<file path="config.mk">
export PLATFORM = sky130hd
export DESIGN_NAME = bfc_flow_unit
export DESIGN_NICKNAME = d
export VERILOG_FILES = /design/src/hw/bfc_pkg.sv /design/src/hw/bfc_compare_unit.sv /design/src/hw/bfc_flow_unit.sv
export SDC_FILE = /design/constraint.sdc
export NUM_CORES = 1
export LEC_CHECK = 0
export ABC_AREA = 1
export BUFFER_PORTS_ARGS = -buffer_cell sky130_fd_sc_hd__buf_2
export CORE_UTILIZATION = 45
export CTS_CLUSTER_SIZE = 20
export DETAILED_ROUTE_END_ITERATION = 10
export PLACE_DENSITY = 0.7
export SETUP_SLACK_MARGIN = 0.3
export SLEW_MARGIN = 10
export SYNTH_ARGS = -nofsm -noshare
export SYNTH_HDL_FRONTEND = slang
export SYNTH_SLANG_ARGS = --single-unit
</file>
<file path="constraint.sdc">
create_clock -name clock -period 5.3 [get_ports clock]
set_input_delay 1.06 -clock clock [delete_from_list [all_inputs] [get_ports clock]]
set_output_delay 1.06 -clock clock [all_outputs]
set_load 0.005 [all_outputs]
</file>
<file path="src/hw/bfc_pkg.sv">
// Contract
// [RQ1] Indirect jump loads the PC with Z in 2 cycles and keeps all flags.
// [RQ2] Extended jump to page:Z in 2 cycles, absolute in 3, flags kept.
// [RQ3] Relative call to PC plus offset plus one in 4 cycles, flags kept.
// [RQ4] Indirect call to Z, extended to page:Z, 4 cycles; absolute call 5.
// [RQ5] Equal-compare-skip skips 2 or 3 words on a match, 1/2/3 cycles. The code adds 2 or 3 to the PC, skipping 1 or 2 words.
// [RQ6] Compares subtract without storing and set Z N V C H in 1 cycle.
// [RQ7] Register-bit skips skip the next instruction if met, 1/2/3 cycles.
// [RQ8] I/O-bit skips add 2 or 3 to the PC if met, 1/2/3 cycles.
// [RQ9] Flag branches test the flag a 3-bit selector picks, target PC+k+1.
// [RQ10] Branch on equal is taken on Z 1, not-equal on Z 0, 1 or 2 cycles.
// [RQ11] Carry-high, lower taken on C 1; carry-low, same-or-higher on C 0.
// [RQ12] Negative taken on N 1, positive on N 0; 1 cycle untaken, 2 taken.
// [RQ13] Signed greater-or-equal taken on N xor V 0, signed less-than on 1.
// [RQ14] Half-carry-high taken on H 1, half-carry-low on H 0, 1 or 2 cycles.
// [RQ15] T-bit-high taken on T 1, T-bit-low on T 0, 1 or 2 cycles.
// [RQ16] Exits pop the PC from the stack in 5 cycles; interrupt exit sets I.
// [RQ17] Skip or taken branch adds a cycle, +1 for two words; flags kept.
package bfc_pkg;

    // ------------------------------------------------------------
    // Status bit positions
    // ------------------------------------------------------------
    localparam int FlagC = 0;
    localparam int FlagZ = 1;
    localparam int FlagN = 2;
    localparam int FlagV = 3;
    localparam int FlagS = 4;
    localparam int FlagH = 5;
    localparam int FlagT = 6;
    localparam int FlagI = 7;

    // ------------------------------------------------------------
    // Cycle counts
    // ------------------------------------------------------------
    localparam logic [2:0] CycIndJump = 3'h2;
    localparam logic [2:0] CycAbsJump = 3'h3;
    localparam logic [2:0] CycCallShort = 3'h4;
    localparam logic [2:0] CycCallAbs = 3'h5;
    localparam logic [2:0] CycExit = 3'h5;
    localparam logic [2:0] CycBase = 3'h1;
    localparam logic [2:0] CycOneWordSkip = 3'h2;
    localparam logic [2:0] CycTwoWordSkip = 3'h3;
    localparam logic [2:0] CycTaken = 3'h2;

    // ------------------------------------------------------------
    // Program counter steps
    // ------------------------------------------------------------
    localparam int StepNext = 1;
    localparam int StepSkipOne = 2;
    localparam int StepSkipTwo = 3;
    localparam int StepAbsCallRet = 2;
    localparam int PcResetVal = 0;

    typedef enum logic [5:0] {
        OP_REG_INDIRECT_JUMP,
        OP_EXTENDED_INDIRECT_JUMP,
        OP_ABSOLUTE_JUMP,
        OP_RELATIVE_SUBROUTINE_ENTRY,
        OP_INDIRECT_SUBROUTINE_ENTRY,
        OP_EXTENDED_SUBROUTINE_ENTRY,
        OP_ABSOLUTE_SUBROUTINE_ENTRY,
        OP_SUBROUTINE_EXIT,
        OP_INTERRUPT_EXIT,
        OP_EQUAL_COMPARE_SKIP,
        OP_COMPARE_REGISTERS,
        OP_COMPARE_WITH_BORROW,
        OP_COMPARE_CONSTANT,
        OP_SKIP_REG_BIT_LOW,
        OP_SKIP_REG_BIT_HIGH,
        OP_SKIP_IO_BIT_LOW,
        OP_SKIP_IO_BIT_HIGH,
        OP_BRANCH_FLAG_HIGH,
        OP_BRANCH_FLAG_LOW,
        OP_BRANCH_ON_EQUAL,
        OP_BRANCH_NOT_EQUAL,
        OP_BRANCH_CARRY_HIGH,
        OP_BRANCH_CARRY_LOW,
        OP_BRANCH_SAME_HIGHER,
        OP_BRANCH_LOWER,
        OP_BRANCH_NEGATIVE,
        OP_BRANCH_POSITIVE,
        OP_BRANCH_GE_SIGNED,
        OP_BRANCH_LT_SIGNED,
        OP_BRANCH_HALFCARRY_HIGH,
        OP_BRANCH_HALFCARRY_LOW,
        OP_BRANCH_TBIT_HIGH,
        OP_BRANCH_TBIT_LOW
    } bfc_op_t;

    // Decoded instruction from the core
    typedef struct packed {
        bfc_op_t op;
        logic [7:0] regD;
        logic [7:0] regR;
        logic [7:0] constVal;
        logic [11:0] offset;
        logic [21:0] target;
        logic [2:0] bitSel;
        logic ioBit;
        logic nextTwoWord;
    } bfc_cmd_t;

    // Outcome handed back to the core
    typedef struct packed {
        logic [21:0] newPc;
        logic [21:0] retAddr;
        logic [7:0] flags;
        logic flagsWrite;
        logic pushRet;
        logic popRet;
        logic [2:0] cycles;
    } bfc_res_t;

endpackage

</file>
<file path="src/hw/bfc_compare_unit.sv">
`timescale 1ns/1ps
module bfc_compare_unit
(
    input wire logic [7:0] opA,
    input wire logic [7:0] opB,
    input wire logic useCarry,
    input wire logic [7:0] flagsIn,
    output logic [7:0] flagsOut
);

    logic [8:0] diff;
    logic [4:0] lowDiff;
    logic borrowIn;
    logic zeroNow;

    always_comb
    begin
        borrowIn = useCarry & flagsIn[bfc_pkg::FlagC];
        diff = {1'b0, opA} - {1'b0, opB} - {8'h00, borrowIn};
        lowDiff = {1'b0, opA[3:0]} - {1'b0, opB[3:0]} - {4'h0, borrowIn};
        // Carry-chained compare keeps zero only if it was already set
        zeroNow = (diff[7:0] == 8'h00) &
            (~useCarry | flagsIn[bfc_pkg::FlagZ]);
        flagsOut = flagsIn;
        flagsOut[bfc_pkg::FlagC] = diff[8]; // RQ6
        flagsOut[bfc_pkg::FlagZ] = zeroNow;
        flagsOut[bfc_pkg::FlagN] = diff[7];
        flagsOut[bfc_pkg::FlagV] = (opA[7] & ~opB[7] & ~diff[7]) |
            (~opA[7] & opB[7] & diff[7]);
        flagsOut[bfc_pkg::FlagH] = lowDiff[4];
    end

endmodule

</file>
<file path="src/hw/bfc_flow_unit.sv">
`timescale 1ns/1ps
module bfc_flow_unit
#(
    parameter int PcW = 22
)
(
    input wire logic clock,
    input wire logic rst_b,
    input wire logic start,
    input wire bfc_pkg::bfc_cmd_t cmd,
    input wire logic [PcW-1:0] pc,
    input wire logic [15:0] zPtr,
    input wire logic [7:0] extendedJumpPage,
    input wire logic [7:0] statusFlagsRegister,
    input wire logic [PcW-1:0] stackAddr,
    output logic busy_ff,
    output logic done_ff,
    output bfc_pkg::bfc_res_t res_ff
);

    // ------------------------------------------------------------
    // Sequencer state
    // ------------------------------------------------------------
    typedef enum logic {
        ST_IDLE,
        ST_EXEC
    } bfc_state_t;

    bfc_state_t state_ff;
    bfc_state_t nxt_state;
    logic [2:0] cnt_ff;
    logic [2:0] nxt_cnt;
    logic nxt_busy;
    logic nxt_done;
    bfc_pkg::bfc_res_t nxt_res;

    // ------------------------------------------------------------
    // Combinational decode
    // ------------------------------------------------------------
    logic [7:0] cmpFlags;
    logic [7:0] cmpB;
    logic cmpCarry;
    logic [PcW-1:0] relTarget;
    logic [PcW-1:0] extTarget;
    logic [23:0] extWide;
    logic condOk;
    logic isSkip;
    logic isBranch;
    logic flagBit;

    bfc_compare_unit u_cmp
    (
        .opA(cmd.regD),
        .opB(cmpB),
        .useCarry(cmpCarry),
        .flagsIn(statusFlagsRegister),
        .flagsOut(cmpFlags)
    );

    always_comb
    begin
        cmpB = (cmd.op == bfc_pkg::OP_COMPARE_CONSTANT) ?
            cmd.constVal : cmd.regR;
        cmpCarry = (cmd.op == bfc_pkg::OP_COMPARE_WITH_BORROW);
        relTarget = pc + PcW'(bfc_pkg::StepNext) +
            PcW'({{(PcW-12){cmd.offset[11]}}, cmd.offset});
        extWide = {extendedJumpPage, zPtr};
        extTarget = extWide[PcW-1:0];
        flagBit = statusFlagsRegister[cmd.bitSel];
        isSkip = 1'b0;
        isBranch = 1'b0;
        condOk = 1'b0;
        case (cmd.op)
            bfc_pkg::OP_EQUAL_COMPARE_SKIP:
            begin
                isSkip = 1'b1;
                condOk = (cmd.regD == cmd.regR); // RQ5
            end
            bfc_pkg::OP_SKIP_REG_BIT_LOW:
            begin
                isSkip = 1'b1;
                condOk = ~cmd.regR[cmd.bitSel]; // RQ7
            end
            bfc_pkg::OP_SKIP_REG_BIT_HIGH:
            begin
                isSkip = 1'b1;
                condOk = cmd.regR[cmd.bitSel]; // RQ7
            end
            bfc_pkg::OP_SKIP_IO_BIT_LOW:
            begin
                isSkip = 1'b1;
                condOk = ~cmd.ioBit; // RQ8
            end
            bfc_pkg::OP_SKIP_IO_BIT_HIGH:
            begin
                isSkip = 1'b1;
                condOk = cmd.ioBit; // RQ8
            end
            bfc_pkg::OP_BRANCH_FLAG_HIGH:
            begin
                isBranch = 1'b1;
                condOk = flagBit; // RQ9
            end
            bfc_pkg::OP_BRANCH_FLAG_LOW:
            begin
                isBranch = 1'b1;
                condOk = ~flagBit; // RQ9
            end
            bfc_pkg::OP_BRANCH_ON_EQUAL:
            begin
                isBranch = 1'b1;
                condOk = statusFlagsRegister[bfc_pkg::FlagZ]; // RQ10
            end
            bfc_pkg::OP_BRANCH_NOT_EQUAL:
            begin
                isBranch = 1'b1;
                condOk = ~statusFlagsRegister[bfc_pkg::FlagZ]; // RQ10
            end
            bfc_pkg::OP_BRANCH_CARRY_HIGH, bfc_pkg::OP_BRANCH_LOWER:
            begin
                isBranch = 1'b1;
                condOk = statusFlagsRegister[bfc_pkg::FlagC]; // RQ11
            end
            bfc_pkg::OP_BRANCH_CARRY_LOW, bfc_pkg::OP_BRANCH_SAME_HIGHER:
            begin
                isBranch = 1'b1;
                condOk = ~statusFlagsRegister[bfc_pkg::FlagC]; // RQ11
            end
            bfc_pkg::OP_BRANCH_NEGATIVE:
            begin
                isBranch = 1'b1;
                condOk = statusFlagsRegister[bfc_pkg::FlagN]; // RQ12
            end
            bfc_pkg::OP_BRANCH_POSITIVE:
            begin
                isBranch = 1'b1;
                condOk = ~statusFlagsRegister[bfc_pkg::FlagN]; // RQ12
            end
            bfc_pkg::OP_BRANCH_GE_SIGNED:
            begin
                isBranch = 1'b1;
                condOk = ~(statusFlagsRegister[bfc_pkg::FlagN] ^
                    statusFlagsRegister[bfc_pkg::FlagV]); // RQ13
            end
            bfc_pkg::OP_BRANCH_LT_SIGNED:
            begin
                isBranch = 1'b1;
                condOk = statusFlagsRegister[bfc_pkg::FlagN] ^
                    statusFlagsRegister[bfc_pkg::FlagV]; // RQ13
            end
            bfc_pkg::OP_BRANCH_HALFCARRY_HIGH:
            begin
                isBranch = 1'b1;
                condOk = statusFlagsRegister[bfc_pkg::FlagH]; // RQ14
            end
            bfc_pkg::OP_BRANCH_HALFCARRY_LOW:
            begin
                isBranch = 1'b1;
                condOk = ~statusFlagsRegister[bfc_pkg::FlagH]; // RQ14
            end
            bfc_pkg::OP_BRANCH_TBIT_HIGH:
            begin
                isBranch = 1'b1;
                condOk = statusFlagsRegister[bfc_pkg::FlagT]; // RQ15
            end
            bfc_pkg::OP_BRANCH_TBIT_LOW:
            begin
                isBranch = 1'b1;
                condOk = ~statusFlagsRegister[bfc_pkg::FlagT]; // RQ15
            end
            default:
            begin
                isSkip = 1'b0;
            end
        endcase
    end

    // ------------------------------------------------------------
    // Next-state logic
    // ------------------------------------------------------------
    always_comb
    begin
        nxt_state = state_ff;
        nxt_cnt = cnt_ff;
        nxt_busy = busy_ff;
        nxt_done = 1'b0;
        nxt_res = res_ff;
        case (state_ff)
            ST_IDLE:
            begin
                if (start)
                begin
                    // Flow ops other than the compares and the interrupt exit echo the flags untouched
                    nxt_res.flags = statusFlagsRegister; // RQ17
                    nxt_res.flagsWrite = 1'b0;
                    nxt_res.pushRet = 1'b0;
                    nxt_res.popRet = 1'b0;
                    nxt_res.retAddr = pc + PcW'(bfc_pkg::StepNext);
                    nxt_res.newPc = pc + PcW'(bfc_pkg::StepNext);
                    nxt_res.cycles = bfc_pkg::CycBase;
                    case (cmd.op)
                        bfc_pkg::OP_REG_INDIRECT_JUMP:
                        begin
                            nxt_res.newPc = PcW'(zPtr); // RQ1
                            nxt_res.cycles = bfc_pkg::CycIndJump;
                        end
                        bfc_pkg::OP_EXTENDED_INDIRECT_JUMP:
                        begin
                            nxt_res.newPc = extTarget; // RQ2
                            nxt_res.cycles = bfc_pkg::CycIndJump;
                        end
                        bfc_pkg::OP_ABSOLUTE_JUMP:
                        begin
                            nxt_res.newPc = cmd.target[PcW-1:0]; // RQ2
                            nxt_res.cycles = bfc_pkg::CycAbsJump;
                        end
                        bfc_pkg::OP_RELATIVE_SUBROUTINE_ENTRY:
                        begin
                            nxt_res.newPc = relTarget; // RQ3
                            nxt_res.pushRet = 1'b1;
                            nxt_res.cycles = bfc_pkg::CycCallShort;
                        end
                        bfc_pkg::OP_INDIRECT_SUBROUTINE_ENTRY:
                        begin
                            nxt_res.newPc = PcW'(zPtr); // RQ4
                            nxt_res.pushRet = 1'b1;
                            nxt_res.cycles = bfc_pkg::CycCallShort;
                        end
                        bfc_pkg::OP_EXTENDED_SUBROUTINE_ENTRY:
                        begin
                            nxt_res.newPc = extTarget; // RQ4
                            nxt_res.pushRet = 1'b1;
                            nxt_res.cycles = bfc_pkg::CycCallShort;
                        end
                        bfc_pkg::OP_ABSOLUTE_SUBROUTINE_ENTRY:
                        begin
                            nxt_res.newPc = cmd.target[PcW-1:0]; // RQ4
                            nxt_res.pushRet = 1'b1;
                            nxt_res.retAddr =
                                pc + PcW'(bfc_pkg::StepAbsCallRet);
                            nxt_res.cycles = bfc_pkg::CycCallAbs;
                        end
                        bfc_pkg::OP_SUBROUTINE_EXIT:
                        begin
                            nxt_res.newPc = stackAddr; // RQ16
                            nxt_res.popRet = 1'b1;
                            nxt_res.cycles = bfc_pkg::CycExit;
                        end
                        bfc_pkg::OP_INTERRUPT_EXIT:
                        begin
                            nxt_res.newPc = stackAddr; // RQ16
                            nxt_res.popRet = 1'b1;
                            nxt_res.flags[bfc_pkg::FlagI] = 1'b1; // RQ16
                            nxt_res.flagsWrite = 1'b1;
                            nxt_res.cycles = bfc_pkg::CycExit;
                        end
                        bfc_pkg::OP_COMPARE_REGISTERS,
                        bfc_pkg::OP_COMPARE_WITH_BORROW,
                        bfc_pkg::OP_COMPARE_CONSTANT:
                        begin
                            nxt_res.flags = cmpFlags; // RQ6
                            nxt_res.flagsWrite = 1'b1;
                        end
                        default:
                        begin
                            if (isSkip && condOk && cmd.nextTwoWord)
                            begin
                                nxt_res.newPc =
                                    pc + PcW'(bfc_pkg::StepSkipTwo);
                                nxt_res.cycles = bfc_pkg::CycTwoWordSkip;
                            end
                            else if (isSkip && condOk)
                            begin
                                nxt_res.newPc =
                                    pc + PcW'(bfc_pkg::StepSkipOne);
                                nxt_res.cycles = bfc_pkg::CycOneWordSkip;
                            end
                            else if (isBranch && condOk)
                            begin
                                nxt_res.newPc = relTarget; // RQ17
                                nxt_res.cycles = bfc_pkg::CycTaken;
                            end
                        end
                    endcase
                    if (nxt_res.cycles == bfc_pkg::CycBase)
                    begin
                        nxt_done = 1'b1;
                    end
                    else
                    begin
                        nxt_state = ST_EXEC;
                        nxt_busy = 1'b1;
                        nxt_cnt = nxt_res.cycles - 3'h1;
                    end
                end
            end
            ST_EXEC:
            begin
                nxt_cnt = cnt_ff - 3'h1;
                if (cnt_ff == 3'h1)
                begin
                    nxt_done = 1'b1;
                    nxt_busy = 1'b0;
                    nxt_state = ST_IDLE;
                end
            end
            default:
            begin
                nxt_state = ST_IDLE;
                nxt_busy = 1'b0;
            end
        endcase
    end

    // ------------------------------------------------------------
    // Registers
    // ------------------------------------------------------------
    always_ff @(posedge clock)
    begin
        if (!rst_b)
        begin
            state_ff <= ST_IDLE;
            cnt_ff <= 3'h0;
            busy_ff <= 1'b0;
            done_ff <= 1'b0;
            res_ff <= '0;
        end
        else
        begin
            state_ff <= nxt_state;
            cnt_ff <= nxt_cnt;
            busy_ff <= nxt_busy;
            done_ff <= nxt_done;
            res_ff <= nxt_res;
        end
    end

endmodule

</file>
==> results of run 1 <==
[cells in the mapped netlist]
master       n
fa_1         3
a22oi_1      9
nand3b_1     2
buf_1        3
o21ai_1      6
xnor2_1     21
o22ai_1      1
a21o_1       3
dfxtp_1     64
o21ai_0     70
nand2_1    326
a21boi_0     2
a211oi_1     9
nor3_1      21
o211ai_1    36
o21ai_2      2
nand3_1    103
nor3_2       3
nand2_2      4
o311ai_2     1
nor2_2       4
inv_2        7
xor2_1      59
nor4_1       3
or2_2        5
clkbuf_1    32
ha_1        46
a32oi_1      3
nor3_4       1
buf_2       14
nand4_1     21
inv_1      158
buf_4        3
o221ai_1     4
o21a_1       2
o21bai_1     7
nor2_1     134
nand3_2      2
clkinv_1     2
clkbuf_2     2
buf_6        1
a21oi_1     99
a221oi_1     2
o2111ai_1   12
a31oi_1      2
[cell usage in the layout (no fill, tap or decap), types with 7 or more instances in the layout]
cell type,count
a211oi_1,9
a21oi_1,98
a22oi_1,9
buf_2,205
buf_4,23
clkbuf_16,9
dfxtp_1,64
ha_1,46
inv_1,158
inv_2,7
nand2_1,326
nand3_1,103
nand4_1,21
nor2_1,133
nor3_1,21
o2111ai_1,12
o211ai_1,36
o21ai_0,70
o21bai_1,7
xnor2_1,21
xor2_1,59
[worst max path at each step]
stage / from / endpoint / slack [ps]
finish: pc[0] / res_ff[53]$_SDFFE_PN0P_ / 860
global route: pc[0] / res_ff[53]$_SDFFE_PN0P_ / 510
CTS: pc[0] / res_ff[53]$_SDFFE_PN0P_ / 920
detailed placement: pc[0] / res_ff[53]$_SDFFE_PN0P_ / 570
global placement: pc[0] / res_ff[57]$_SDFFE_PN0P_ / 620
floorplan: cmd[63] / res_ff[6]$_SDFFE_PN0P_ / 1410
[power groups by stage]
stage	combinational [mW]	sequential, mW	clock, mW
2_1_floorplan	0.483	0.568	0
3_3_place_gp	0.774	0.568	0
3_5_place_dp	0.778	0.569	0
4_1_cts	0.783	0.559	0.644
5_1_grt	0.877	0.564	0.665
6_report	0.798	0.560	0.636
[registers in the layout, summed over array words and instances, names as in the netlist]
signal,cells
res_ff,58
cnt_ff,3
busy_ff,1
state_ff,1
done_ff,1
[stage by stage]
step           hold slack, ps  cell area, um^2
3_5_place_dp            451.8             9019
2_1_floorplan           455.0             7772
5_1_grt                 479.6             9323
6_report                463.0             9323
3_3_place_gp            451.1             9019
4_1_cts                 460.7             9323
[routing by layer]
metal | GRT usage (%) | vias up | share of wire (%)
li1 | - | 4711 | -
met5 | 0 | - | 0
met4 | 16.67 | 0 | 4.3
met2 | 58.97 | 469 | 45
met1 | 47.56 | 4429 | 43
met3 | 6.317 | 81 | 7.9
[worst max-delay path: stages]
cell,delay (ps)
buf_2,300
ha_1,250
inv_1,50
nor2_1,290
nand2_1,230
nor2_1,210
nand2_1,90
xor2_1,200
buf_4,190
inv_1,80
ha_1,300
nand2_1,80
nor2_1,270
inv_1,70
nor2_1,130
nand4_1,90
nand3_1,130
xor2_1,230
nand3_1,100
nand3_1,110
nand3_1,90
a21oi_1,170
[final cells by class]
cell class,instances,area [um^2],share of cell area [%]
clock inverters,7,78.83,0.8455
flip-flops and latches,64,1281,13.74
repair buffers,228,1199,12.86
multi-input cells,1028,5637,60.46
inverters,167,626.9,6.724
well taps,220,275.3,2.953
clock buffers,9,225.2,2.416
[kinds of logic after synthesis]
group / share of synthesized area [%]
buf+inv: 11.22
fa+ha+maj: 8.178
flops: 16.48
compound gates: 20.88
xor+xnor: 9.015
simple gates: 34.22
==> results.toml, run 1 <==
[run_status]
run_status = "completed"

[yosys]
mappedNetlistNets = 1511
syn_area_mm2 = 0.007772
post_synth_num_cell_types = 45
synth.ff_latch_count = 64
synth-seq-area-share_pct = 16.48
yosysTopAreaCellShare_pct = 16.48
post_synth.cell_area_avg_um2 = 5.915
synth.top_cells.by_area = "dfxtp_1 (16%), nand2_1 (16%), inv_1 (7.6%)"
synthesis.instances = 1314
synth.yosys.warnings = 0
synth_area_leader_cell = "dfxtp_1"

[global_route]
grt_pass1_wl_mm = 49.83
grt_max_degree = 66
grt_use_total_pct = 36.59
number_of_global_route_vias_before_repair = 9155
globalRouteOverflowTotal = 0
number_of_antenna_violations_at_the_first_check_in_global_routing = 0

[pwr]
vdd_drop_max_mv = 0.1624
combPwrFrac_pct = 40.0
totalPowerFinal_mw = 1.993
netSwitchingPower_mw = 0.8090
power.sequential.fraction_pct = 28.1
power.share.clock_pct = 31.9
cellInternalPower_mw = 1.184
power_switching_share_pct = 40.59
leakage_nw = 4.809
power.density_cell_area_mw_per_mm2 = 213.8

[worst_setup_path]
cp.arrival_ps = 4720
reg2reg_to = "res_ff[24]$_SDFFE_PN0P_"
critical_path_peak_fanout = 15
critPathLaunchType = "input port"
worst_r2r_startpoint = "state_ff$_SDFF_PN0_"
setup.worst_path.end_class = "register"
timing.setup.critical_path_class = "in2reg"
r2r_cells = 7
cp.required_ps = 5580
ff2ff_setup_slack_ps = 2960

[sta]
min_period_ps = 4440
fmax_mhz = 225.2
final_min_period_over_clock_period_pct = 83.78
final-setup-viol-count = 0
worst_max_slew_margin_expressed_relative_to_the_limit_pct = 40.36
worst-slew-pin-transition_ps = 891.7
unrepaired_setup_endpoints_after_global_routing = "false"
slew_viol_final = 0
setup-tns-final_ps = 0
finClkSkew_ps = 6.603
timing.final.hold_violations = 0
worst_slack_setup_final_ps = 859.7

[floorplanning]
die_y_um = 133.4
placementRows = 47
die_w_um = 133.4
core_region_area_mm2 = 0.01670
design.die.area_mm2 = 0.01780
floorplan.io_pins = 208
initial_core_util_pct = 46.54

[clock_tree]
cts_num_sinks = 64
post_cts_resize_count = 0
clk_pin_slew_worst_paths_ps = 60
max-clock-path-buffers = 2
cts_tree = "built"
clock_tree.root_cell = "clkbuf_16"
post-cts-setup-buffer-count = 0
cts_buffers = 9
cts_max_level = 3
clk_latency_ps = 350
post_cts_hold_buffer_count = 0

[placement]
pre_cts_ws_ps = 572.3
placed_cells_incl_taps = 1707
io_buffers = 205
gpl.final_weighted_congestion = 1.039
hpwlAfterDp_mm = 25.37

[job]
drv_cap = 0

[hold_path]
path_category_of_the_worst_min_delay_check = "reg2reg"
timing.hold.worst.start = "res_ff[30]$_SDFFE_PN0P_"
holdPathStages = 2
holdPathEnd = "res_ff[30]$_SDFFE_PN0P_"

[routing]
route.detailed.wl_per_inst_um = 18.82
route.final.wire_length_mm = 32.42
drtAntennaViolNets = 0
drt_iter0_markers = 748
vias_after_detailed_routing = 9690
drt-vias-per-instance = 5.624
detail_route.drc_violations = 0
first_pass_iters = 5

[finish]
filler_cell_count = 1799
drive_gt1_share_pct = 18.30
finish.utilization_pct = 55.82
area_delta_synth_final_pct = 19.95
final_nets = 1695
num_antenna_cells = 0
finish.cell_count_without_fillers = 1723
Power figures use the tool's default switching activity.
==> run 2: changes to the inputs <==
- PLACE_DENSITY: 0.7 -> 0.73
- clock period: 5.3 -> 3.6 ns (I/O delays scaled with it)
==> results.toml, run 2 (synthesis results as in run 1) <==
[run_status]
run_status = "completed"

[global_route]
number_of_global_route_vias_before_repair = 9892
grt_pass1_wl_mm = 52.09
grt_max_degree = 65
globalRouteOverflowTotal = 0
grt_use_total_pct = 37.89
number_of_antenna_violations_at_the_first_check_in_global_routing = 1

[finish]
finish.utilization_pct = 68.29
num_antenna_cells = 0
final_cell_mix = "nand2_1 (299), buf_2 (199), buf_4 (198)"
largest_reg_flops = 58
final_nets = 1873
drive_gt1_share_pct = 34.98
area_delta_synth_final_pct = 46.73
reg.largest.list = "res_ff: 58 flops, cnt_ff: 3 flops"
regMostFlops = "res_ff"
mostFrequentLayoutCell = "nand2_1"

[sta]
min_period_ps = 3276
timing.hold.ws_ps = 467.7
unrepaired_setup_endpoints_after_global_routing = "true"
worst-slew-pin-transition_ps = 1134
fmax_mhz = 305.3
timing.final.hold_violations = 0
slew_viol_final = 0
final-setup-viol-count = 0
final_min_period_over_clock_period_pct = 91.00
worst_max_slew_margin_expressed_relative_to_the_limit_pct = 23.96
finClkSkew_ps = 4.788

[floorplanning]
die_w_um = 133.4
placementRows = 47
design.die.area_mm2 = 0.01780
floorplan.io_pins = 208
core_region_area_mm2 = 0.01670
die_y_um = 133.4
initial_core_util_pct = 46.54

[pwr]
power.density_cell_area_mw_per_mm2 = 284.6
leakage_nw = 5.813
vdd_drop_max_mv = 0.2318

[routing]
route.final.wire_length_mm = 35.50
drt_iter0_markers = 905
detail_route.drc_violations = 0
vias_after_detailed_routing = 10710
drtAntennaViolNets = 0
route.detailed.wl_per_inst_um = 18.68
first_pass_iters = 8
drt-vias-per-instance = 5.633

[worst_setup_path]
timing.critical_path.cells = "buf_2 > buf_6 > nand2_1 > inv_1 > nand4_1 > nor3_4 > xor2_2 > inv_2 > ha_4 > nand2_1 > inv_2 > nand2_4 > or2_4 > or2_2 > nand3_2 > nand3_4 > a21oi_2 > o21bai_1 > a21oi_1"
critPathLaunchType = "input port"
crit_buf_inv = 5
critical_path.slowest_cell = "or2_2"
worst_path_dominant_cell_family = "simple AND/OR/NAND/NOR gates"
cp.arrival_ps = 3540
path_depth = 19
r2r_cells = 5
setup.worst_path.end_class = "register"
timing.setup.critical_path_class = "in2reg"
cp.required_ps = 3870
critical_path_peak_fanout = 5
critPathMaxStageDelay_ps = 300

[clock_tree]
clock_tree.root_cell = "clkbuf_16"
cts_buffers = 9
clk_latency_ps = 330
cts_max_level = 3
cts_tree = "built"
post_cts_hold_buffer_count = 0
cts_num_sinks = 64
max-clock-path-buffers = 2
clk_pin_slew_worst_paths_ps = 60

[placement]
gpl.final_weighted_congestion = 1.032
io_buffers = 205
hpwlAfterDp_mm = 27.11

[hold_path]
path_category_of_the_worst_min_delay_check = "reg2reg"
holdPathStages = 2

[job]
drv_cap = 0
[run 2: changes by cell type in the layout (fill, tap and decap cells not counted), moves of 14 or more]
cell and delta:
a21oi_1 -16, nor2_1 -23, nand2_2 +21, nand2_1 -27, a21oi_2 +14, buf_4 +175, inv_1 -16
[run 2: path summary, 6_finish.rpt]
kind / startpoint / end / slack (ps)
setup / recovery: pc[14] / res_ff[57]$_SDFFE_PN0P_ / 320
hold / removal: res_ff[9]$_SDFFE_PN0P_ / res_ff[9]$_SDFFE_PN0P_ / 470
setup reg to reg: state_ff$_SDFF_PN0_ / res_ff[22]$_SDFFE_PN0P_ / 1850
hold reg to reg: res_ff[9]$_SDFFE_PN0P_ / res_ff[9]$_SDFFE_PN0P_ / 470
[run 2: cell type report]
class	instances	area [um^2]
Clock buffer	10	239.0
Clock inverter	6	43.79
Fill cell	1549	5296
Inverter	167	635.6
Multi-Input combinational cell	1030	6347
Sequential cell	64	1281
Tap cell	220	275.3
Timing Repair Buffer	404	2582
[run 2: per-layer routing]
metal / track usage [%] / part of all wire, %
met3: 6.469 / 8.6
met1: 47.46 / 40
met4: 19.51 / 5.6
met2: 62.30 / 46
met5: 0 / 0.031
[run 2: timing repair]
action                     CTS  global route
hold endpoints to repair     0             0
setup endpoints to repair   12            23
cloned                       0             2
buffers inserted             5            22
pin swaps                   10            78
resized for setup           41           123
[run 2: stage by stage]
stage,area [um^2],total power [mW],cells,setup WS (ps),setup TNS [ps]
floorplan,7890,1.560,1314,305.0,0
global placement,10230,2.190,1856,-281.9,-1786
detailed placement,10230,2.208,1856,-305.3,-2293
CTS,10700,3.075,1877,304.8,0
global route,11400,3.404,1901,198.2,0
finish,11400,3.245,1901,324.1,0
[run 2: tightest hold or removal path, stage by stage (launching register included)]
cell and delay [ps]:
dfxtp_1 310, nand2_1 60, a21oi_1 50
[run 2: report_power, final]
part | internal [mW] | switching [mW]
sequential | 0.781 | 0.0425
clock | 0.487 | 0.354
combinational | 0.668 | 0.913
total | 1.94 | 1.31
==> run 3: changes to the inputs <==
- CORE_MARGIN: not set -> 2
- GPL_TIMING_DRIVEN: not set -> 0
==> results.toml, run 3 (synthesis results as in run 1) <==
[floorplanning]
core_region_area_mm2 = 0.01712
die_w_um = 135.4
initial_core_util_pct = 45.41
die_y_um = 135.4
placementRows = 48
floorplan.io_pins = 208
design.die.area_mm2 = 0.01834

[hold_path]
path_category_of_the_worst_min_delay_check = "reg2reg"
holdPathStages = 2

[global_route]
grt_use_total_pct = 39.13
number_of_global_route_vias_before_repair = 9860
grt_pass1_wl_mm = 54.32
globalRouteOverflowTotal = 0
grt_max_degree = 15
number_of_antenna_violations_at_the_first_check_in_global_routing = 0

[clock_tree]
clock_tree.root_cell = "clkbuf_16"
cts_num_sinks = 64
max-clock-path-buffers = 2
clk_latency_ps = 340
clk_pin_slew_worst_paths_ps = 60
cts_max_level = 3
post_cts_hold_buffer_count = 0
cts_tree = "built"
cts_buffers = 9

[worst_setup_path]
timing.setup.critical_path_class = "in2reg"
critical_path_peak_fanout = 6
cp.required_ps = 3870
critPathLaunchType = "input port"
setup.worst_path.end_class = "register"
r2r_cells = 5
cp.arrival_ps = 3710

[placement]
placed_cells_incl_taps = 1736
hpwlAfterDp_mm = 28.85
pre_cts_ws_ps = -877.9
gpl.final_weighted_congestion = 1.104
post_dp_cell_area_mm2 = 0.009158
io_buffers = 197

[finish]
regMostFlops = "res_ff"
reg.largest.list = "res_ff: 58 flops, cnt_ff: 3 flops"
finish.utilization_pct = 64.49
finish.cell_count_without_fillers = 1812
filler_cell_count = 1605
num_antenna_cells = 0
final_cell_area_mm2 = 0.01104
final_cell_mix = "nand2_1 (291), buf_2 (198), inv_1 (144)"
drive_gt1_share_pct = 30.56
mostFrequentLayoutCell = "nand2_1"
largest_reg_flops = 58
area_delta_synth_final_pct = 42.02
final_nets = 1779

[sta]
fmax_mhz = 290.7
final_min_period_over_clock_period_pct = 95.56
final-setup-viol-count = 0
worst-slew-pin-transition_ps = 820.2
slew_viol_final = 0
worst_max_slew_margin_expressed_relative_to_the_limit_pct = 45.23
min_period_ps = 3440
unrepaired_setup_endpoints_after_global_routing = "true"
worst_slack_setup_final_ps = 159.7
finClkSkew_ps = 10.94
timing.final.hold_violations = 0

[routing]
route.detailed.wl_per_inst_um = 20.86
first_pass_iters = 6
drt_iter0_markers = 1240
drtAntennaViolNets = 0
drt-vias-per-instance = 5.929
vias_after_detailed_routing = 10740
route.final.wire_length_mm = 37.80
detail_route.drc_violations = 0

[pwr]
power_switching_share_pct = 41.01
netSwitchingPower_mw = 1.354
vdd_drop_max_mv = 0.2465
power.share.clock_pct = 30.2
totalPowerFinal_mw = 3.301
power.density_cell_area_mw_per_mm2 = 299.1
leakage_nw = 5.391
power.sequential.fraction_pct = 25.0
combPwrFrac_pct = 44.8
cellInternalPower_mw = 1.947

[job]
drv_cap = 0

[run_status]
run_status = "completed"
==> run 3: worst paths after layout <==
| kind | slack (ps) | startpoint | end |
|---|---|---|---|
| worst max-delay path | 160 | pc[5] | res_ff[55]$_SDFFE_PN0P_ |
| worst min-delay path | 470 | res_ff[9]$_SDFFE_PN0P_ | res_ff[9]$_SDFFE_PN0P_ |
| worst max register to register | 1480 | state_ff$_SDFF_PN0_ | res_ff[25]$_SDFFE_PN0P_ |
| worst min register to register | 470 | res_ff[9]$_SDFFE_PN0P_ | res_ff[9]$_SDFFE_PN0P_ |
==> run 3: per-stage QoR <==
| step | hold WS [ps] | setup TNS, ps |
|---|---|---|
| floorplan | 455.0 | 0 |
| global placement | 452.1 | -10610 |
| detailed placement | 459.5 | -10820 |
| CTS | 469.8 | 0 |
| global route | 485.6 | 0 |
| finish | 468.3 | 0 |
==> run 3: cell type report <==
cell class                      instances  area [um^2]  area share, %
Buffer                                 55        307.8          2.788
Clock buffer                            9        225.2          2.040
Clock inverter                          7        102.6         0.9295
Inverter                              167        660.6          5.985
Multi-Input combinational cell       1028         6655          60.29
Sequential cell                        64         1281          11.61
Tap cell                              225        281.5          2.550
Timing Repair Buffer                  257         1524          13.81
==> run 3: what timing repair did <==
action | CTS | global route
setup buffers | 38 | 21
gates cloned | 0 | 1
pin swaps | 38 | 77
setup endpoints to repair | 20 | 22
resized for setup | 114 | 132
==> run 3: worst max-delay path: stages <==
cell	delay, ps
buf_4	150
nand2_2	100
nor2_4	180
nand3b_1	240
nor2_2	210
xor2_2	120
o21ai_2	240
inv_2	90
ha_4	310
nand2_2	70
inv_2	60
buf_4	100
nand2_2	50
nor2_2	100
nand4_1	110
nand4_1	130
nand2_2	130
nand3_2	100
nand3_2	130
nand2_2	80
nand3_2	60
a21oi_2	210
==> run 3: metal layers <==
layer | track usage [%] | share of wire (%) | up-vias
li1 | - | - | 4885
met1 | 48.23 | 39 | 4934
met2 | 63.87 | 45 | 736
met3 | 6.210 | 9.0 | 188
met4 | 24.42 | 7.8 | 0
met5 | 0 | 0 | -
==> run 3: power groups by stage <==
stage          sequential [mW]  combinational [mW]  clock [mW]
5_1_grt                  0.831                1.58        1.01
3_5_place_dp             0.838                1.20           0
6_report                 0.827                1.48       0.997
4_1_cts                  0.824                1.31       0.984
2_1_floorplan            0.836               0.724           0
3_3_place_gp             0.838                1.19           0
